[src/logic/hesc_pkg.sv]
// Constants, register map and state type for the horizontal eye-scan controller.
// Assumes a single pclk domain shared with the recovery datapath and an APB master.
// How it works
// - Each unit interval is split into 256 scan positions, whatever the oversampling.
// - Zero exploring phases removes scan logic; one phase sweeps -128 to 127.
// - Two phases: phase zero sweeps 0 to 127, phase one -1 to -128.
// - In automatic mode the controller runs the sweep; a start request launches it.
// - Busy stays high from sweep start until all 256 positions are measured.
// - Each position is held for the programmed dwell cycles while errors accumulate.
// - A valid flag marks each phase tally as usable; sample tallies only then.
// - Repeat select zero gives one sweep, any other value sweeps continuously.
// - The last measured eye aperture is reported in steps of 1/256 UI.
// - Sample-point offset is two's complement; zero samples at eye centre.
// - Scan positions are relative to eye centre, never to the sampling offset.
// - Precision follows the mask: sixteen ones give 16 bits, low bit cleared 15.
// - A start request arriving while busy is dropped.
// - The aperture result is refreshed each time busy falls.
`default_nettype none
package hesc_pkg;
	localparam int HESC_POS_W = 8;
	localparam int HESC_APER_W = 9;
	localparam int HESC_PREC_W = 5;
	localparam int HESC_MASK_W = 16;
	localparam int HESC_ADDR_W = 8;

	localparam logic [HESC_ADDR_W-1:0] HESC_OFF_CTRL = 8'h00;
	localparam logic [HESC_ADDR_W-1:0] HESC_OFF_DWELL = 8'h04;
	localparam logic [HESC_ADDR_W-1:0] HESC_OFF_MANUAL = 8'h08;
	localparam logic [HESC_ADDR_W-1:0] HESC_OFF_TUNE = 8'h0C;
	localparam logic [HESC_ADDR_W-1:0] HESC_OFF_STATUS = 8'h10;
	localparam logic [HESC_ADDR_W-1:0] HESC_OFF_TALLY0 = 8'h14;
	localparam logic [HESC_ADDR_W-1:0] HESC_OFF_TALLY1 = 8'h18;
	localparam logic [HESC_ADDR_W-1:0] HESC_OFF_SCANPOS = 8'h1C;

	localparam int HESC_CTRL_AUTO = 0;
	localparam int HESC_CTRL_REP_LSB = 1;
	localparam int HESC_CTRL_REP_MSB = 2;
	localparam int HESC_CTRL_START = 3;
	localparam int HESC_MAN_P1_LSB = 8;
	localparam int HESC_TUNE_MASK_LSB = 16;
	localparam int HESC_ST_BUSY = 0;
	localparam int HESC_ST_VAL0 = 1;
	localparam int HESC_ST_VAL1 = 2;
	localparam int HESC_ST_APER_LSB = 8;
	localparam int HESC_POS1_LSB = 8;

	localparam logic [31:0] HESC_DWELL_RST = 32'h0000_0400;
	localparam logic [HESC_MASK_W-1:0] HESC_MASK_RST = 16'hFFFF;
	localparam logic [HESC_POS_W-1:0] HESC_HALF_FLIP = 8'h80;
	localparam logic [HESC_POS_W-1:0] HESC_LAST_ONE = 8'hFF;
	localparam logic [HESC_POS_W-1:0] HESC_LAST_TWO = 8'h7F;
	localparam logic [HESC_PREC_W-1:0] HESC_PREC_FULL = 5'h10;
	localparam logic [HESC_PREC_W-1:0] HESC_PREC_LESS = 5'h0F;

	typedef enum logic [3:0] {
		HESC_R_CTRL, HESC_R_DWELL, HESC_R_MANUAL, HESC_R_TUNE,
		HESC_R_STATUS, HESC_R_TALLY0, HESC_R_TALLY1, HESC_R_SCANPOS, HESC_R_NONE
	} hesc_reg_t;

	typedef enum {HESC_IDLE, HESC_RUN, HESC_DONE} hesc_state_t;
endpackage
`default_nettype wire

[src/logic/hesc_tally_if.sv]
// Bundle between the scan sequencer and one per-phase error tally unit.
// Assumes both ends run on pclk.
`default_nettype none
interface hesc_tally_if #(parameter int TW = 7);
	logic window_end;
	logic restart;
	logic mismatch;
	logic clean;
	logic [TW-1:0] tally;
	logic valid;
	modport ctrl (output window_end, restart, mismatch, input clean, tally, valid);
	modport unit (input window_end, restart, mismatch, output clean, tally, valid);
endinterface
`default_nettype wire

[src/logic/hesc_tally.sv]
// Per-phase error tally: counts disagreeing cycles over one dwell window.
// Assumes window_end and restart come from the sequencer on pclk.
`default_nettype none
module hesc_tally #(
	parameter int TW = 7
) (
	// Clock and reset
	input wire logic pclk,
	input wire logic presetn,
	// Sequencer side
	hesc_tally_if.unit tif
);
	import hesc_pkg::*;

	localparam logic [TW-1:0] TMAX = '1;
	logic [TW-1:0] cnt_q, cnt_d, cnt_inc, tally_q;
	logic valid_q;

	// Saturate so a long dwell never wraps back to a clean-looking value
	assign cnt_inc = (cnt_q == TMAX) ? cnt_q : cnt_q + 1'b1;
	assign tif.clean = (cnt_q == '0) && !tif.mismatch;

	always_comb begin
		cnt_d = cnt_q;
		if (tif.window_end || tif.restart) begin
			cnt_d = '0;
		end else if (tif.mismatch) begin
			cnt_d = cnt_inc;
		end
	end

	always_ff @(posedge pclk or negedge presetn) begin
		if (!presetn) begin
			cnt_q <= '0;
		end else begin
			cnt_q <= cnt_d;
		end
	end

	always_ff @(posedge pclk or negedge presetn) begin
		if (!presetn) begin
			tally_q <= '0;
			valid_q <= 1'b0;
		end else begin
			valid_q <= tif.window_end;
			if (tif.window_end) begin
				tally_q <= tif.mismatch ? cnt_inc : cnt_q;
			end
		end
	end

	assign tif.tally = tally_q;
	assign tif.valid = valid_q;
endmodule
`default_nettype wire

[src/logic/hesc_top.sv]
// Horizontal eye-scan controller with APB register access.
// Assumes the recovery datapath on pclk supplies sampled bits and applies positions.
`default_nettype none
module hesc_top #(
	parameter int EXPLORE_PHASES = 2,
	parameter int TALLY_W = 7,
	parameter int DWELL_W = 32
) (
	// Clock and reset
	input wire logic pclk,
	input wire logic presetn,
	// APB slave
	input wire logic [hesc_pkg::HESC_ADDR_W-1:0] paddr,
	input wire logic psel,
	input wire logic penable,
	input wire logic pwrite,
	input wire logic [31:0] pwdata,
	output logic [31:0] prdata,
	output logic pready,
	output logic pslverr,
	// Recovery datapath
	input wire logic data_bit,
	input wire logic [1:0] explore_bit,
	output logic [hesc_pkg::HESC_POS_W-1:0] phase0_scan_pos,
	output logic [hesc_pkg::HESC_POS_W-1:0] phase1_scan_pos,
	output logic [hesc_pkg::HESC_POS_W-1:0] sample_point_offset,
	output logic [hesc_pkg::HESC_MASK_W-1:0] precision_mask,
	output logic [hesc_pkg::HESC_PREC_W-1:0] calc_precision,
	// Scan results
	output logic scan_busy,
	output logic [hesc_pkg::HESC_APER_W-1:0] aperture_result,
	output logic [TALLY_W-1:0] phase0_error_tally,
	output logic [TALLY_W-1:0] phase1_error_tally,
	output logic [1:0] error_tally_valid
);
	import hesc_pkg::*;

	localparam bit SCAN_ON = (EXPLORE_PHASES != 0);
	localparam logic [HESC_POS_W-1:0] LAST_STEP =
		(EXPLORE_PHASES == 2) ? HESC_LAST_TWO : HESC_LAST_ONE;

	function automatic hesc_reg_t hesc_decode(input logic [HESC_ADDR_W-1:0] a);
		case (a)
			HESC_OFF_CTRL: hesc_decode = HESC_R_CTRL;
			HESC_OFF_DWELL: hesc_decode = HESC_R_DWELL;
			HESC_OFF_MANUAL: hesc_decode = HESC_R_MANUAL;
			HESC_OFF_TUNE: hesc_decode = HESC_R_TUNE;
			HESC_OFF_STATUS: hesc_decode = HESC_R_STATUS;
			HESC_OFF_TALLY0: hesc_decode = HESC_R_TALLY0;
			HESC_OFF_TALLY1: hesc_decode = HESC_R_TALLY1;
			HESC_OFF_SCANPOS: hesc_decode = HESC_R_SCANPOS;
			default: hesc_decode = HESC_R_NONE;
		endcase
	endfunction

	function automatic logic [HESC_PREC_W-1:0] hesc_ones(input logic [HESC_MASK_W-1:0] m);
		logic [HESC_PREC_W-1:0] n;
		n = '0;
		for (int i = 0; i < HESC_MASK_W; i++) begin
			n = n + {{(HESC_PREC_W-1){1'b0}}, m[i]};
		end
		hesc_ones = n;
	endfunction

	hesc_reg_t sel;
	logic wr_en, rd_setup, start_req, start_accept;
	logic auto_q, start_seen;
	logic [1:0] repeat_q;
	logic [DWELL_W-1:0] dwell_q, dwell_lim, dwell_cnt_q;
	logic [HESC_POS_W-1:0] man0_q, man1_q, offset_q, step_q;
	logic [HESC_POS_W-1:0] pos0_d, pos1_d, pos0_q, pos1_q;
	logic [HESC_MASK_W-1:0] mask_q;
	logic [HESC_PREC_W-1:0] prec_q;
	logic [HESC_APER_W-1:0] acc_q, acc_next, aper_q;
	logic [31:0] rdata_d, prdata_q;
	logic window_end, restart;
	logic [1:0] clean;
	logic [TALLY_W-1:0] tally [2];
	logic [1:0] tvalid;
	hesc_state_t state_q;

	// Zero-wait slave: every access completes in its first access cycle
	assign sel = hesc_decode(paddr);
	assign wr_en = psel && penable && pwrite;
	assign rd_setup = psel && !penable && !pwrite;
	assign pready = 1'b1;
	assign pslverr = psel && penable && (sel == HESC_R_NONE);

	assign start_req = wr_en && (sel == HESC_R_CTRL) && pwdata[HESC_CTRL_START];
	// Requests while busy are simply dropped, there is no queue
	assign start_accept = SCAN_ON && start_req && pwdata[HESC_CTRL_AUTO] &&
		(state_q == HESC_IDLE);
	assign start_seen = start_req && !start_accept;

	always_ff @(posedge pclk or negedge presetn) begin
		if (!presetn) begin
			auto_q <= 1'b0;
			repeat_q <= '0;
			dwell_q <= DWELL_W'(HESC_DWELL_RST);
			man0_q <= '0;
			man1_q <= '0;
			offset_q <= '0;
			mask_q <= HESC_MASK_RST;
		end else if (wr_en) begin
			case (sel)
				HESC_R_CTRL: begin
					auto_q <= pwdata[HESC_CTRL_AUTO];
					repeat_q <= pwdata[HESC_CTRL_REP_MSB:HESC_CTRL_REP_LSB];
				end
				HESC_R_DWELL: dwell_q <= pwdata[DWELL_W-1:0];
				HESC_R_MANUAL: begin
					man0_q <= pwdata[HESC_POS_W-1:0];
					man1_q <= pwdata[HESC_MAN_P1_LSB +: HESC_POS_W];
				end
				HESC_R_TUNE: begin
					offset_q <= pwdata[HESC_POS_W-1:0];
					mask_q <= pwdata[HESC_TUNE_MASK_LSB +: HESC_MASK_W];
				end
				default: begin
				end
			endcase
		end
	end

	// Offset is passed through untouched; the datapath treats it as signed
	assign sample_point_offset = offset_q;
	assign precision_mask = mask_q;

	always_ff @(posedge pclk or negedge presetn) begin
		if (!presetn) begin
			prec_q <= HESC_PREC_FULL;
		end else begin
			prec_q <= hesc_ones(mask_q);
		end
	end
	assign calc_precision = prec_q;

	// Dwell timing; a zero setting is treated as one cycle per position
	assign dwell_lim = (dwell_q == '0) ? DWELL_W'(1) : dwell_q;
	assign window_end = (dwell_cnt_q == dwell_lim - 1'b1);
	assign restart = start_accept || (state_q == HESC_DONE);

	always_ff @(posedge pclk or negedge presetn) begin
		if (!presetn) begin
			dwell_cnt_q <= '0;
		end else if (window_end || restart) begin
			dwell_cnt_q <= '0;
		end else begin
			dwell_cnt_q <= dwell_cnt_q + 1'b1;
		end
	end

	assign acc_next = acc_q + HESC_APER_W'(clean[0]) + HESC_APER_W'(clean[1]);

	// Sweep sequencer: one step per dwell window, 256 positions in total
	always_ff @(posedge pclk or negedge presetn) begin
		if (!presetn) begin
			state_q <= HESC_IDLE;
			step_q <= '0;
			acc_q <= '0;
			aper_q <= '0;
		end else begin
			case (state_q)
				HESC_IDLE: begin
					if (start_accept) begin
						state_q <= HESC_RUN;
						step_q <= '0;
						acc_q <= '0;
					end
				end
				HESC_RUN: begin
					if (window_end) begin
						if (step_q == LAST_STEP) begin
							state_q <= HESC_DONE;
							step_q <= '0;
							acc_q <= '0;
							aper_q <= acc_next;
						end else begin
							step_q <= step_q + 1'b1;
							acc_q <= acc_next;
						end
					end
				end
				HESC_DONE: begin
					// Busy drops for this one cycle even when repeating, so the
					// aperture refresh stays visible on every sweep
					if (auto_q && (repeat_q != '0)) begin
						state_q <= HESC_RUN;
					end else begin
						state_q <= HESC_IDLE;
					end
				end
				default: state_q <= HESC_IDLE;
			endcase
		end
	end

	assign scan_busy = (state_q == HESC_RUN);
	assign aperture_result = aper_q;

	// Positions are centre-referenced; the sampling offset never enters here
	always_comb begin
		pos0_d = man0_q;
		pos1_d = man1_q;
		if (state_q == HESC_RUN) begin
			if (EXPLORE_PHASES == 2) begin
				pos0_d = step_q;
				pos1_d = ~step_q;
			end else begin
				pos0_d = step_q ^ HESC_HALF_FLIP;
			end
		end
	end

	always_ff @(posedge pclk or negedge presetn) begin
		if (!presetn) begin
			pos0_q <= '0;
			pos1_q <= '0;
		end else begin
			pos0_q <= pos0_d;
			pos1_q <= pos1_d;
		end
	end
	assign phase0_scan_pos = pos0_q;
	assign phase1_scan_pos = pos1_q;

	hesc_tally_if #(.TW(TALLY_W)) tif [2] ();

	generate
		for (genvar i = 0; i < 2; i++) begin : g_phase
			if (i < EXPLORE_PHASES) begin : g_on
				assign tif[i].window_end = window_end;
				assign tif[i].restart = restart;
				assign tif[i].mismatch = explore_bit[i] ^ data_bit;
				assign clean[i] = tif[i].clean;
				assign tally[i] = tif[i].tally;
				assign tvalid[i] = tif[i].valid;
				hesc_tally #(.TW(TALLY_W)) u_tally (
					.pclk(pclk),
					.presetn(presetn),
					.tif(tif[i])
				);
			end else begin : g_off
				assign tif[i].window_end = 1'b0;
				assign tif[i].restart = 1'b0;
				assign tif[i].mismatch = 1'b0;
				assign tif[i].clean = 1'b0;
				assign tif[i].tally = '0;
				assign tif[i].valid = 1'b0;
				assign clean[i] = 1'b0;
				assign tally[i] = '0;
				assign tvalid[i] = 1'b0;
			end
		end
	endgenerate

	assign phase0_error_tally = tally[0];
	assign phase1_error_tally = tally[1];
	assign error_tally_valid = tvalid;

	always_comb begin
		rdata_d = '0;
		case (sel)
			HESC_R_CTRL: begin
				rdata_d[HESC_CTRL_AUTO] = auto_q;
				rdata_d[HESC_CTRL_REP_MSB:HESC_CTRL_REP_LSB] = repeat_q;
			end
			HESC_R_DWELL: rdata_d[DWELL_W-1:0] = dwell_q;
			HESC_R_MANUAL: begin
				rdata_d[HESC_POS_W-1:0] = man0_q;
				rdata_d[HESC_MAN_P1_LSB +: HESC_POS_W] = man1_q;
			end
			HESC_R_TUNE: begin
				rdata_d[HESC_POS_W-1:0] = offset_q;
				rdata_d[HESC_TUNE_MASK_LSB +: HESC_MASK_W] = mask_q;
			end
			HESC_R_STATUS: begin
				rdata_d[HESC_ST_BUSY] = scan_busy;
				rdata_d[HESC_ST_VAL0] = tvalid[0];
				rdata_d[HESC_ST_VAL1] = tvalid[1];
				rdata_d[HESC_ST_APER_LSB +: HESC_APER_W] = aper_q;
			end
			HESC_R_TALLY0: rdata_d[TALLY_W-1:0] = tally[0];
			HESC_R_TALLY1: rdata_d[TALLY_W-1:0] = tally[1];
			HESC_R_SCANPOS: begin
				rdata_d[HESC_POS_W-1:0] = pos0_q;
				rdata_d[HESC_POS1_LSB +: HESC_POS_W] = pos1_q;
			end
			default: rdata_d = '0;
		endcase
	end

	// Read data is captured in the setup cycle so it comes from a flip-flop
	always_ff @(posedge pclk or negedge presetn) begin
		if (!presetn) begin
			prdata_q <= '0;
		end else if (rd_setup) begin
			prdata_q <= rdata_d;
		end
	end
	assign prdata = prdata_q;
endmodule
`default_nettype wire

[config.mk]
export PLATFORM = sky130hd
export DESIGN_NAME = hesc_top
export DESIGN_NICKNAME = d
export VERILOG_FILES = /design/src/logic/hesc_pkg.sv /design/src/logic/hesc_tally_if.sv /design/src/logic/hesc_tally.sv /design/src/logic/hesc_top.sv
export SDC_FILE = /design/constraint.sdc
export NUM_CORES = 1
export LEC_CHECK = 0
export BUFFER_PORTS_ARGS = -buffer_cell sky130_fd_sc_hd__buf_4
export CAP_MARGIN = 20
export CORE_MARGIN = 2
export CORE_UTILIZATION = 55
export CTS_BUF_LIST = sky130_fd_sc_hd__clkbuf_8
export CTS_CLUSTER_SIZE = 16
export DETAILED_ROUTE_END_ITERATION = 12
export GPL_TIMING_DRIVEN = 0
export PLACE_DENSITY = 0.72
export SETUP_SLACK_MARGIN = 0.4
export SLEW_MARGIN = 20
export SYNTH_ARGS = -nofsm -noshare
export SYNTH_HDL_FRONTEND = slang
export SYNTH_SLANG_ARGS = --single-unit
[constraint.sdc]
create_clock -name pclk -period 12 [get_ports pclk]
set_input_delay 1.2 -clock pclk [delete_from_list [all_inputs] [get_ports pclk]]
set_output_delay 1.2 -clock pclk [all_outputs]
set_load 0.05 [all_outputs]
# Word-level counts from Yosys, hierarchy flattened
# Memory sizes are Yosys's and may differ from the RTL's.
# Index checks and enable logic that the tools add are counted.
[totals] n_memories=1 output_inout_bits=105 ff_bits=247 rom_bits=128 inputBits=48 elab_cells=130
[classes] bitwise=3 n_reduce_logical=34 n_addsub=22 n_eq_ne=19 n_mux=30
[mem_list] memory="(no name shown)" words=32 word_bits=4 rd=1 rd_ports_with_merged_regs=0 wr=0 line_no="hesc_top.sv:43" text="case (a)"
[op_table] op="2-to-1 mux 32 bit" count=5
[op_table] op="logical NOT 32 bit" count=3
[op_table] op="one-hot mux 32 bit (3 select lines)" count=1
[op_table] op="equality test 32 x 2 -> 1 bit (second input constant)" count=2
[op_table] op="adder 5 x 1 -> 5 bit" count=11
[op_table] op="2-to-1 mux 7 bit" count=6
[op_table] op="2-to-1 mux 8 bit" count=5
[op_table] op="adder 32 x 1 -> 32 bit (second input constant)" count=1
[op_table] op="equality test 32 x 1 -> 1 bit (second input constant)" count=1
[op_table] op="equality test 32 x 3 -> 1 bit (second input constant)" count=1
[op_table] op="equality test 32 bit" count=1
[op_table] op="one-hot mux 8 bit (4 select lines)" count=1
[op_table] op="subtractor 32 x 1 -> 32 bit (second input constant)" count=1
[op_table] op="one-hot mux 15 bit (2 select lines)" count=1
[op_table] op="2-to-1 mux 9 bit" count=3
[op_table] op="one-hot mux 3 bit (8 select lines)" count=1
[op_table] op="one-hot mux 4 bit (6 select lines)" count=1
[op_table] op="adder 9 x 1 -> 9 bit" count=2
[op_table] op="one-hot mux 9 bit (2 select lines)" count=1
[op_table] op="equality test 4 x 3 -> 1 bit (second input constant)" count=4
[op_table] op="one-hot mux 8 bit (2 select lines)" count=1
[op_table] op="adder 7 x 1 -> 7 bit (second input constant)" count=2
[op_table] op="equality test 7 bit (second input constant)" count=2
[op_table] op="logical NOT 7 bit" count=2
[op_table] op="25 further kinds" count=49

# Depth between registers and ports, before layout
# Gate-level depths: netlist of the first run.
[depth] word_depth=15 mapped_depth=16 depth_no_buf=12

# Cells and area by module
# Synthesis of the first run repeated with hierarchy kept, for this count alone.
[hier_totals] cells_unflattened=1167 area_unflattened_um2=11846.4
[by_module_without_submodules] module="hesc_top" area_per_inst_um2=10222.3 cells_per_inst=1005 n_inst=1 seq_area_each_um2=4727.0
[by_module_without_submodules] module="hesc_tally" area_per_inst_um2=812.0 cells_per_inst=81 n_inst=2 seq_area_each_um2=375.4

# Worst setup path before layout of the first run
# Ideal clock, no wire load.
[synth_path] kind="reg-to-reg" start="reg dwell_q[28]" end="reg aper_q[0] (netlist: aperture_result[0])" stages_incl_launch_ff=14 path_slack_ps=7943 synth_period_minus_slack_ps=4057 arrival_ps=3932 required_time_ps=11875 n_path_buf=1 setup_ps=125 path_cell_list="dfrtp_1 > buf_2 > or4_1 > nor3_1 > a31oi_1 > ha_1 > nor2b_1 > and4_1 > o21a_1 > o32a_1 > nor4_1 > nand4_2 > nor4_4 > mux2_2"
[synth_between] elab_chain_len=5
[synth_lines] element="start: declaration" line_no="hesc_top.sv:69" text="logic [DWELL_W-1:0] dwell_q, dwell_lim, dwell_cnt_q;"
[synth_lines] element="start signal: assignment" line_no="hesc_top.sv:99" text="dwell_q <= DWELL_W'(HESC_DWELL_RST);"
[synth_lines] element="start signal: assignment" line_no="hesc_top.sv:110" text="HESC_R_DWELL: dwell_q <= pwdata[DWELL_W-1:0];"
[synth_lines] element="logical NOT 32 bit" line_no="hesc_top.sv:139" text="assign dwell_lim = (dwell_q == '0) ? DWELL_W'(1) : dwell_q;"
[synth_lines] element="2-to-1 mux 32 bit *" line_no="hesc_top.sv:139"
[synth_lines] element="subtractor 32 x 1 -> 32 bit *" line_no="hesc_top.sv:140" text="assign window_end = (dwell_cnt_q == dwell_lim - 1'b1);"
[synth_lines] element="equality test 32 bit *" line_no="hesc_top.sv:140"
[synth_lines] element="AND reduction 3 bit (no line) *"
[synth_lines] element="end signal: assignment" line_no="hesc_top.sv:177" text="aper_q <= acc_next;"
[synth_lines] element="end: declaration" line_no="hesc_top.sv:74" text="logic [HESC_APER_W-1:0] acc_q, acc_next, aper_q;"
# Mark *: on every way between the ends. The rest lies on a longest branch, timed or not.
# A chain may end at the register's enable or synchronous reset.

# Worst setup path in the final report of the first run
[layout_path] start="reg dwell_q[16]" end="reg aper_q[1] (netlist: aperture_result[1])"
# Same word-level chain as after synthesis.

==> results of run 1 <==
[cells in the mapped netlist (4+ instances only)]
| cell type | number |
|---|---|
| sky130_fd_sc_hd__a211oi_1 | 4 |
| sky130_fd_sc_hd__a21oi_1 | 30 |
| sky130_fd_sc_hd__a222oi_1 | 8 |
| sky130_fd_sc_hd__a22o_1 | 10 |
| sky130_fd_sc_hd__a31oi_1 | 10 |
| sky130_fd_sc_hd__and3_1 | 6 |
| sky130_fd_sc_hd__and4_1 | 13 |
| sky130_fd_sc_hd__buf_1 | 5 |
| sky130_fd_sc_hd__buf_2 | 7 |
| sky130_fd_sc_hd__buf_4 | 4 |
| sky130_fd_sc_hd__clkbuf_1 | 51 |
| sky130_fd_sc_hd__dfrtp_1 | 199 |
| sky130_fd_sc_hd__dfstp_2 | 18 |
| sky130_fd_sc_hd__fa_1 | 11 |
| sky130_fd_sc_hd__ha_1 | 13 |
| sky130_fd_sc_hd__inv_1 | 30 |
| sky130_fd_sc_hd__mux2_2 | 84 |
| sky130_fd_sc_hd__mux2i_1 | 31 |
| sky130_fd_sc_hd__mux4_2 | 6 |
| sky130_fd_sc_hd__nand2_1 | 118 |
| sky130_fd_sc_hd__nand2b_1 | 9 |
| sky130_fd_sc_hd__nand3_1 | 36 |
| sky130_fd_sc_hd__nand3b_1 | 9 |
| sky130_fd_sc_hd__nand4_1 | 21 |
| sky130_fd_sc_hd__nor2_1 | 96 |
| sky130_fd_sc_hd__nor2b_1 | 7 |
| sky130_fd_sc_hd__nor3_1 | 21 |
| sky130_fd_sc_hd__nor4_1 | 18 |
| sky130_fd_sc_hd__o211ai_1 | 5 |
| sky130_fd_sc_hd__o21a_1 | 4 |
| sky130_fd_sc_hd__o21ai_0 | 64 |
| sky130_fd_sc_hd__o311ai_0 | 5 |
| sky130_fd_sc_hd__o31a_1 | 4 |
| sky130_fd_sc_hd__o31ai_1 | 22 |
| sky130_fd_sc_hd__or2_2 | 4 |
| sky130_fd_sc_hd__or3_1 | 13 |
| sky130_fd_sc_hd__or4_1 | 6 |
| sky130_fd_sc_hd__xnor2_1 | 35 |
| sky130_fd_sc_hd__xor2_1 | 50 |
[power by group through the flow]
stage	combinational [uW]	clock [uW]	sequential, uW
2_1_floorplan	151	0	838
3_3_place_gp	245	0	831
3_5_place_dp	252	0	834
4_1_cts	254	683	821
5_1_grt	280	721	827
6_report	254	676	823
[through the flow]
step	utilization	power (uW)	std cells	area (um^2)
3_5_place_dp	0.634	1090	1576	13300
6_report	0.671	1750	1644	14100
2_1_floorplan	-	989	1149	11800
4_1_cts	0.671	1760	1644	14100
3_3_place_gp	0.631	1080	1574	13300
5_1_grt	0.671	1830	1644	14100
[critical path, cell delays in order (launching register included)]
cell and delay [ps]:
sky130_fd_sc_hd__dfrtp_1 320, sky130_fd_sc_hd__clkbuf_1 400, sky130_fd_sc_hd__nor4_2 150, sky130_fd_sc_hd__and4_1 260, sky130_fd_sc_hd__buf_4 180, sky130_fd_sc_hd__a31oi_1 190
sky130_fd_sc_hd__ha_1 250, sky130_fd_sc_hd__nor2b_1 470, sky130_fd_sc_hd__and4_1 270, sky130_fd_sc_hd__clkbuf_1 390, sky130_fd_sc_hd__a21oi_1 110, sky130_fd_sc_hd__nand4b_1 260
sky130_fd_sc_hd__nor4_2 370, sky130_fd_sc_hd__nand4_2 280, sky130_fd_sc_hd__nor4_4 710, sky130_fd_sc_hd__mux2_2 410
[routing by layer]
layer  wire length (um)  GRT usage  vias up
li1                   -          -     4521
met1              15500      0.470     4856
met2              14800      0.445      458
met3               3090     0.0552       67
met4                839     0.0807        0
met5                  0          0        -
[layout make-up]
class | instances | share of cell area
Clock inverter | 20 | 0.00719
Inverter | 30 | 0.00799
Multi-Input combinational cell | 832 | 0.421
Tap cell | 275 | 0.0244
Clock buffer | 48 | 0.0469
Timing Repair Buffer | 152 | 0.0843
Buffer | 70 | 0.0215
Sequential cell | 217 | 0.387
[state kept, by name (all words and copies together) (netlist names), 9 cells and up]
signal and count:
dwell_q 32, g_phase.g_on.u_tally.tif.tally 14, dwell_cnt_q 32, g_phase.g_on.u_tally.cnt_q 14, aperture_result 9, prdata 32
acc_q 9, precision_mask 16
[logic make-up (layout without fill, tap and decap cells)]
| logic type | Yosys count | after routing | share of synthesized area |
|---|---|---|---|
| AO/OA/AOI/OAI | 197 | 197 | 0.111 |
| XOR/XNOR | 85 | 85 | 0.0631 |
| adder cells (fa/ha/maj) | 24 | 24 | 0.0324 |
| buffers and inverters | 100 | 320 | 0.0352 |
| flip-flops | 217 | 217 | 0.462 |
| multiplexers | 121 | 121 | 0.118 |
| other | 1 | 1 | 0.000318 |
| AND/OR/NAND/NOR | 404 | 404 | 0.178 |
[path summary, 6_finish.rpt]
kind	from	to	slack, ps
min in group asynchronous	presetn	g_phase[1].g_on.u_tally.tif.tally[1]$_DFFE_PN0P_	570
max	dwell_q[16]$_DFFE_PN0P_	aperture_result[1]$_DFFE_PN0P_	6850
max in group asynchronous	presetn	calc_precision[4]$_DFF_PN1_	10240
min reg2reg	prdata[20]$_DFFE_PN0P_	prdata[20]$_DFFE_PN0P_	470
min	prdata[20]$_DFFE_PN0P_	prdata[20]$_DFFE_PN0P_	470
max reg2reg	dwell_q[16]$_DFFE_PN0P_	aperture_result[1]$_DFFE_PN0P_	6850
==> impl_metrics.csv, run 1 <==
group,metric,value,unit
global_route,first_global_vias,9322,
routing,routed_wl,34.2,mm
power,seqPwrFrac,0.470,
layout,layout-drive-gt1-share,0.259,
floorplan,start_util,0.561,
routing,dr_vias,9902,
timing,min_period_over_period,0.429,
hold_path,holdPathStages,2,
power,power_density_cells,124,mW/mm^2
global_route,number_of_antenna_violations_at_the_first_check_in_global_routing,0,
synthesis,synth_largest_type_area_fraction,0.422,
routing,drt-initial-drc-count,837,
clocking,clock_latency,560,ps
layout,layout.nets,1413,
critical_path,count_of_cells_along_the_worst_register_to_register_path,15,
layout,regArea,0.00545,mm^2
power,cell_internal_power_dissipation,1240,uW
status,run_status,"finished, final reports clean",
timing,finalMaxSlewViolations,0,
layout,multi_input_comb_area,0.00593,mm^2
critical_path,critical_path_class,"reg -> reg",
layout,layout_commonest_cell,"sky130_fd_sc_hd__dfrtp_1",
placement,dp_hpwl,26.1,mm
synthesis,synth_edf_count,0,
synthesis,cell_count_after_synthesis,1149,
power,net-switching-power,517,uW
layout,most_used_cells_in_the_layout_excluding_fill_and_tap_cells,"sky130_fd_sc_hd__dfrtp_1 (199), sky130_fd_sc_hd__buf_4 (153), sky130_fd_sc_hd__nand2_1 (118)",
timing,final.min_clock_period,5150,ps
timing,setup_repair_after_global_routing_missed_its_margin,"no",
floorplan,core,0.0210,mm^2
synthesis,yosysWarnings,0,
synthesis,leading_post_synthesis_cells_by_cell_area,"sky130_fd_sc_hd__dfrtp_1 (42%), sky130_fd_sc_hd__mux2_2 (8.0%), sky130_fd_sc_hd__dfstp_2 (4.0%), sky130_fd_sc_hd__nand2_1 (3.8%), sky130_fd_sc_hd__xor2_1 (3.7%)",
placement,place.port_buffers,150,
critical_path,crit_required,12440,ps
synthesis,synth.distinct_cells,79,
clocking,ctsLongestPathBuffers,3,
routing,post_route_antenna_net_violation_count,0,
floorplan,fp.dieW,150,um
clocking,tritoncts,"yes",
timing,hold_viol_final,0,
clocking,cts_root_buffer,"sky130_fd_sc_hd__clkbuf_8",
floorplan,fp.dieH,150,um
timing,setup_tns_after_final_layout,0,ps
floorplan,floorplan.io_pins,153,
clocking,cts_repair_resize_count,0,
clocking,ctsHtreeMaxLevel,2,
power,comb_power_share,0.145,
synthesis,syn_nets,1221,
hold_path,worst_hold_path_type,"reg -> reg",
timing,tightestPinTransition,1050,ps
floorplan,placement_rows,53,
power,p_leak,0.00664,uW
layout,fill_cells,1711,
power,clock_network_fraction_of_total_power,0.386,
timing,timing.fmax,194,MHz
global_route,global_route_wire_length_before_repair,52.5,mm
global_route,grt_start_max_net_pins,92,
timing,timing.clock.skew,31.9,ps
synthesis,synth_seq_area_share,0.462,
synthesis,synthesis.area_per_instance,10.3,um^2
routing,via_per_inst,6.02,
placement,detailedPlace.worstSlack,6880,ps
critical_path,critical_path.max_fanout,10,
synthesis,postSynthRegisterBits,217,
power,switching_share,0.295,
layout,inserted_diodes,0,
routing,drt_drc_violations_left,0,
global_route,grt_usage,0.305,
global_route,grt.overflow.total,0,
timing,timing.max_slew.rel_slack,0.298,
run,maxCapViolCount,0,
critical_path,type_of_destination_of_the_critical_path,"flip-flop",
placement,globalplace.congestion,0.962,
floorplan,die-area,0.0226,mm^2
clocking,postCtsSetupRepairBufs,0,
layout,area_delta_synth_final,19.4,%
clocking,cts.reportedPaths.clkPinSlew,60,ps
clocking,cts_buffers,38,
timing,finalWorstSetupSlack,6850,ps
synthesis,largest_area_contributor_in_the_netlist,"sky130_fd_sc_hd__dfrtp_1",
power,irDropWorstVdd,114,uV
critical_path,critical_path_arrival,5590,ps
synthesis,synthArstFlopShare,1.00,
routing,drt_first_pass_iters,5,
routing,drt-wirelength-per-cell,20.8,um
synthesis,dominantRegCellSynth,"sky130_fd_sc_hd__dfrtp_1",
timing,setup_violations,0,
critical_path,timing.critical_path.from_type,"flip-flop",
clocking,cts.sink_count,217,
clocking,ctsHoldBuffers,0,
timing,worst_case_hold_slack,474,ps
synthesis,post_synth_instance_area,0.0118,mm^2
No activity file was read; power rests on OpenSTA's default activity.
==> run 2: changes to the inputs <==
Settings changed: ABC_AREA from default to 1, PLACE_DENSITY 0.72 to 0.75.
Clock period 12 ns to 4.6 ns, I/O delays scaled along.
==> impl_metrics.csv, run 2 <==
group,metric,value,unit
critical_path,cp_common_cell,"sky130_fd_sc_hd__nand2_1",
clocking,cts.reportedPaths.clkPinSlew,70,ps
critical_path,critical_path_class,"reg -> reg",
synthesis,yosys-top-cells-count,"sky130_fd_sc_hd__nand2_1 (399), sky130_fd_sc_hd__dfrtp_1 (199), sky130_fd_sc_hd__inv_1 (194)",
synthesis,synth_seq_area_share,0.454,
synthesis,synth.most_common_cell,"sky130_fd_sc_hd__nand2_1",
routing,post_route_antenna_net_violation_count,0,
routing,drt-wirelength-per-cell,18.5,um
routing,via_per_inst,5.53,
placement,place_area,0.0136,mm^2
floorplan,die-area,0.0230,mm^2
timing,timing.clock.skew,26.3,ps
run,maxCapViolCount,0,
power,report.power.total,5710,uW
synthesis,synth_xor_xnor_area_share,0.0583,
global_route,grt_start_max_net_pins,98,
hold_path,worst_hold_path_type,"in -> reg",
synthesis,synthesis.area_per_instance,7.78,um^2
synthesis,synthArstFlopShare,1.00,
power,irDropWorstVdd,465,uV
power,p_leak,0.00729,uW
hold_path,holdPathStages,3,
layout,instances_no_fill,2048,
clocking,tritoncts,"yes",
floorplan,fp.dieH,152,um
routing,routed_wl,37.8,mm
critical_path,timing.critical_path.from_type,"flip-flop",
clocking,cts_root_buffer,"sky130_fd_sc_hd__clkbuf_8",
global_route,first_global_vias,10712,
clocking,cts.sink_count,217,
critical_path,critical_path_arrival,4450,ps
critical_path,critical_path.max_fanout,10,
critical_path,r2r_slack,560,ps
timing,finalMaxSlewViolations,0,
layout,inserted_diodes,0,
timing,timing.fmax,247,MHz
critical_path,crit_reg_reg_startpoint,"dwell_q[12]$_DFFE_PN0P_",
placement,globalplace.congestion,0.970,
synthesis,dominantRegCellSynth,"sky130_fd_sc_hd__dfrtp_1",
timing,tightestPinTransition,1070,ps
global_route,grt.overflow.total,0,
routing,drt_drc_violations_left,0,
synthesis,main_combinational_cell_family_by_area_after_synthesis,"simple AND/OR/NAND/NOR gates",
floorplan,start_util,0.556,
synthesis,synth_edf_count,0,
clocking,postCtsSetupRepairBufs,0,
timing,min_period_over_period,0.879,
routing,drt-initial-drc-count,1090,
synthesis,post_synth_instance_area,0.0120,mm^2
clocking,cts_buffers,38,
timing,hold_viol_final,0,
global_route,grt_usage,0.333,
floorplan,fp.dieW,152,um
clocking,ctsLongestPathBuffers,3,
critical_path,crit_path_cell_trace,"nor2_1, nand2_1, nor2_2, nand2_2, nor2_4, nor2_8, ha_1, nand2_1, nor2_4, nand2_2, nor4_1, xor2_1, nand2_1, nor2_1, nand2_1, nor2_4, nand2_1, nand2_4, buf_4, nor3_1",
layout,final_core_utilization,0.667,
floorplan,placement_rows,54,
timing,setup_repair_after_global_routing_missed_its_margin,"no",
layout,layout_commonest_cell,"sky130_fd_sc_hd__nand2_1",
synthesis,yosysWarnings,0,
placement,place_inst,1977,
critical_path,type_of_destination_of_the_critical_path,"flip-flop",
hold_path,min-delay-start,"pwdata[31]",
critical_path,cp_slowest_stage_delay,500,ps
routing,dr_vias,11316,
hold_path,min_to,"precision_mask[15]$_DFFE_PN1P_",
layout,area_delta_synth_final,20.0,%
power,power_density_cells,396,mW/mm^2
placement,dp_hpwl,29.2,mm
clocking,ctsHtreeMaxLevel,2,
global_route,number_of_antenna_violations_at_the_first_check_in_global_routing,0,
critical_path,count_of_cells_along_the_worst_register_to_register_path,20,
layout,layout.nets,1810,
critical_path,crit_required,5010,ps
timing,setup_tns_after_final_layout,0,ps
timing,timing.max_slew.rel_slack,0.282,
synthesis,postSynthRegisterBits,217,
synthesis,synth.distinct_cells,50,
critical_path,crit-reg2reg-capture,"dwell_cnt_q[17]$_DFF_PN0_",
status,run_status,"finished, final reports clean",
floorplan,core,0.0216,mm^2
routing,drt_first_pass_iters,6,
synthesis,synth_area_in_compound_gates,0.0991,
timing,setup_violations,0,
layout,layout-drive-gt1-share,0.156,
layout,finalInstanceArea,0.0144,mm^2
layout,most_used_cells_in_the_layout_excluding_fill_and_tap_cells,"sky130_fd_sc_hd__nand2_1 (399), sky130_fd_sc_hd__inv_1 (203), sky130_fd_sc_hd__dfrtp_1 (199)",
synthesis,synth_largest_type_area_fraction,0.415,
placement,place.port_buffers,151,
synthesis,largest_area_contributor_in_the_netlist,"sky130_fd_sc_hd__dfrtp_1",
timing,final.min_clock_period,4040,ps
critical_path,cp_slowest_cell,"sky130_fd_sc_hd__dfrtp_1",
synthesis,synth-simple-area-share,0.277,
synthesis,leading_post_synthesis_cells_by_cell_area,"sky130_fd_sc_hd__dfrtp_1 (41%), sky130_fd_sc_hd__nand2_1 (12%), sky130_fd_sc_hd__inv_1 (6.1%), sky130_fd_sc_hd__o21ai_0 (5.5%), sky130_fd_sc_hd__nor2_1 (5.3%)",
synthesis,yosys.area_share.adder,0.0319,
synthesis,syn_nets,1616,
clocking,clock_latency,560,ps
floorplan,floorplan.io_pins,153,
global_route,global_route_wire_length_before_repair,58.2,mm
synthesis,cell_count_after_synthesis,1544,
synthesis,fraction_of_synthesized_area_in_multiplexers,0,
==> run 2: area by class of cell <==
type | count | area (um^2)
clock inverters | 20 | 150
well taps | 280 | 350
repair buffers | 154 | 1210
fillers | 1867 | 7210
plain buffers | 47 | 215
flip-flops and latches | 217 | 5450
clock buffers | 50 | 688
multi-input cells | 1083 | 5610
inverters | 197 | 739
==> run 2: cells by family after synthesis <==
group           count (synthesis)
xor+xnor                       80
flops                         217
other cells                     1
fa+ha+maj                      24
compound gates                212
buf+inv                       244
simple gates                  766
==> run 2: critical path: cells and delay by family (launching register included) <==
family | cells | cell delay [ps]
xor+xnor | 1 | 290
simple gates | 17 | 2590
flops | 1 | 500
buf+inv | 1 | 290
fa+ha+maj | 1 | 220
==> run 2: routing by layer <==
metal | global-route usage | share of wire
met3 | 0.0620 | 0.083
met2 | 0.550 | 0.48
met1 | 0.443 | 0.41
met5 | 0 | 0
met4 | 0.114 | 0.032
==> run 2: worst max path at each step <==
stage                             endpoint  slack (ps)                          start
6_report         dwell_cnt_q[17]$_DFF_PN0_         560        dwell_q[12]$_DFFE_PN0P_
5_1_grt          dwell_cnt_q[28]$_DFF_PN0_         420        dwell_q[12]$_DFFE_PN0P_
4_1_cts          dwell_cnt_q[28]$_DFF_PN0_         510        dwell_q[12]$_DFFE_PN0P_
3_5_place_dp     dwell_cnt_q[28]$_DFF_PN0_         560        dwell_q[12]$_DFFE_PN0P_
3_3_place_gp     dwell_cnt_q[17]$_DFF_PN0_         570        dwell_q[12]$_DFFE_PN0P_
2_1_floorplan  calc_precision[2]$_DFF_PN0_        1020  precision_mask[5]$_DFFE_PN1P_
==> run 2: where the power goes <==
part	leakage, uW	internal (uW)	switching [uW]	total, uW
sequential	0.00284	2080	166	2250
combinational	0.00399	503	1010	1510
clock	0.000466	1090	854	1950
total	0.00729	3680	2030	5710
==> run 2: metrics by stage <==
stage | setup WS, ps | hold WS (ps)
floorplan | 1020 | 164
global placement | 566 | 467
detailed placement | 559 | 424
CTS | 506 | 160
global route | 416 | 191
finish | 558 | 185
==> run 2: timing repair <==
item                                    4_1_cts  5_1_grt
resized for setup                             0        1
hold endpoints to repair                     49        0
hold buffers                                  1        0
endpoints found under the setup margin        0       20
==> run 3: changes to the inputs <==
Settings changed: ABC_AREA 1 to default, SLEW_MARGIN 20 to default.
==> impl_metrics.csv, run 3 (same netlist as run 1, synthesis figures left out) <==
group,metric,value,unit
status,run_status,"finished, final reports clean",
layout,instances_no_fill,1650,
layout,area_delta_synth_final,21.2,%
critical_path,type_of_destination_of_the_critical_path,"flip-flop",
routing,drt_drc_violations_left,0,
critical_path,timing.critical_path.to,"aperture_result[3]$_DFFE_PN0P_",
power,power_density_cells,316,mW/mm^2
layout,layout-drive-gt1-share,0.286,
critical_path,crit_required,5020,ps
layout,fill_cells,1656,
layout,layout.nets,1424,
layout,most_used_cells_in_the_layout_excluding_fill_and_tap_cells,"sky130_fd_sc_hd__dfrtp_1 (197), sky130_fd_sc_hd__buf_4 (162), sky130_fd_sc_hd__nand2_1 (118)",
global_route,global_route_wire_length_before_repair,53.1,mm
power,p_leak,0.00675,uW
global_route,first_global_vias,9440,
timing,worst_case_hold_slack,11.2,ps
critical_path,count_of_cells_along_the_worst_register_to_register_path,15,
clocking,cts.reportedPaths.clkPinSlew,60,ps
critical_path,r2r_slack,470,ps
critical_path,timing.critical_path.from_type,"flip-flop",
timing,setup_tns_after_final_layout,0,ps
critical_path,crit-reg2reg-capture,"aperture_result[3]$_DFFE_PN0P_",
critical_path,critical_path_class,"reg -> reg",
timing,tightestPinTransition,871,ps
timing,timing.clock.skew,30.1,ps
global_route,grt_usage,0.307,
clocking,ctsHoldBuffers,0,
global_route,grt.overflow.total,0,
floorplan,placement_rows,53,
timing,finalMaxSlewViolations,0,
routing,dr_vias,10002,
clocking,cts_root_buffer,"sky130_fd_sc_hd__clkbuf_8",
timing,timing.max_slew.rel_slack,0.419,
placement,dp_hpwl,25.9,mm
timing,min_period_over_period,0.897,
floorplan,start_util,0.561,
placement,place_inst,1575,
placement,globalplace.congestion,0.937,
clocking,ctsLongestPathBuffers,3,
critical_path,critical_path.max_fanout,9,
routing,post_route_antenna_net_violation_count,0,
routing,via_per_inst,6.06,
timing,setup_violations,0,
timing,setup_repair_after_global_routing_missed_its_margin,"no",
floorplan,floorplan.io_pins,153,
placement,place.port_buffers,150,
timing,timing.fmax,242,MHz
clocking,cts_buffers,38,
critical_path,crit_reg_reg_startpoint,"dwell_q[28]$_DFFE_PN0P_",
routing,drt-wirelength-per-cell,20.9,um
critical_path,crit_start,"dwell_q[28]$_DFFE_PN0P_",
power,irDropWorstVdd,261,uV
routing,drt-initial-drc-count,907,
power,report.power.total,4530,uW
routing,drt_first_pass_iters,5,
run,maxCapViolCount,0,
clocking,tritoncts,"yes",
critical_path,critical_path_arrival,4550,ps
floorplan,core,0.0210,mm^2
routing,routed_wl,34.5,mm
global_route,number_of_antenna_violations_at_the_first_check_in_global_routing,0,
floorplan,die-area,0.0226,mm^2
clocking,cts.sink_count,217,
layout,inserted_diodes,0,
floorplan,fp.dieW,150,um
clocking,ctsHtreeMaxLevel,2,
clocking,clock_latency,540,ps
timing,hold_viol_final,0,
floorplan,fp.dieH,150,um
hold_path,worst_hold_path_type,"in -> async",
timing,final.min_clock_period,4130,ps
global_route,grt_start_max_net_pins,118,
layout,layout_commonest_cell,"sky130_fd_sc_hd__dfrtp_1",
==> run 3: changes by cell type in the layout (fill, tap and decap cells not counted), moves of 12 or more <==
cell,delta
sky130_fd_sc_hd__a21oi_1,+18
sky130_fd_sc_hd__a221oi_1,-13
sky130_fd_sc_hd__and4_1,+12
sky130_fd_sc_hd__inv_1,-159
sky130_fd_sc_hd__mux2_2,+83
sky130_fd_sc_hd__mux2i_1,+31
sky130_fd_sc_hd__nand2_1,-281
sky130_fd_sc_hd__nand3_1,-46
sky130_fd_sc_hd__nor2_1,-76
sky130_fd_sc_hd__o21ai_0,-68
sky130_fd_sc_hd__o21ai_1,-21
sky130_fd_sc_hd__o31ai_1,+21
sky130_fd_sc_hd__or3_1,+12
==> run 3: through the flow <==
stage | util | setup WS, ps | instance area (um^2)
floorplan | - | 543 | 11800
global placement | 0.631 | -345 | 13300
detailed placement | 0.633 | -331 | 13300
CTS | 0.673 | 403 | 14200
global route | 0.680 | 395 | 14300
finish | 0.680 | 472 | 14300
==> run 3: power by group <==
group,switching (uW),internal (uW)
clock,768,914
sequential,133,2020
combinational,416,280
total,1320,3210
==> run 3: metal layers <==
layer | global-route usage | up-vias | share of wire | wire (um)
met5 | 0 | - | 0 | 0
met4 | 0.0825 | 0 | 0.021 | 731
met2 | 0.460 | 491 | 0.44 | 15300
met1 | 0.456 | 4899 | 0.44 | 15100
li1 | - | 4549 | - | -
met3 | 0.0636 | 63 | 0.097 | 3360
==> run 3: what timing repair did <==
| item | 4_1_cts | 5_1_grt |
|---|---|---|
| setup buffers | 5 | 6 |
| pin swaps | 7 | 14 |
| setup endpoints to repair | 87 | 83 |
| resized for setup | 24 | 41 |
==> run 3: how the worst min path moves through the flow <==
stage	cells past startpoint	end	slack [ps]
after global placement	2	prdata[17]$_DFFE_PN0P_	470
after detailed placement	2	prdata[26]$_DFFE_PN0P_	470
final	1	g_phase[1].g_on.u_tally.tif.tally[4]$_DFFE_PN0P_	10
after global routing	1	g_phase[1].g_on.u_tally.tif.tally[0]$_DFFE_PN0P_	70
after floorplan	0	acc_q[0]$_DFFE_PN0P_	160
after CTS	1	g_phase[1].g_on.u_tally.tif.tally[1]$_DFFE_PN0P_	20
==> run 3: area by class of cell <==
type,instances,area [um^2],area share
Timing Repair Buffer,163,1250,0.0876
Sequential cell,217,5460,0.381
Clock buffer,47,647,0.0452
Multi-Input combinational cell,832,6090,0.426
Tap cell,275,344,0.0241
Buffer,70,332,0.0232
Inverter,30,113,0.00787
Clock inverter,16,71.3,0.00499
==> run 3: worst max-delay path, stage by stage, from the launching register on <==
cell	delay (ps)
sky130_fd_sc_hd__dfrtp_1	380
sky130_fd_sc_hd__buf_6	140
sky130_fd_sc_hd__or4_4	570
sky130_fd_sc_hd__nor3_4	240
sky130_fd_sc_hd__a31oi_2	110
sky130_fd_sc_hd__ha_2	200
sky130_fd_sc_hd__nor2b_4	150
sky130_fd_sc_hd__and4_1	220
sky130_fd_sc_hd__o21a_1	180
sky130_fd_sc_hd__o32a_1	390
sky130_fd_sc_hd__nor4_2	340
sky130_fd_sc_hd__nand4_2	130
sky130_fd_sc_hd__buf_6	170
sky130_fd_sc_hd__nor4_4	240
sky130_fd_sc_hd__buf_4	210
sky130_fd_sc_hd__mux2_2	340
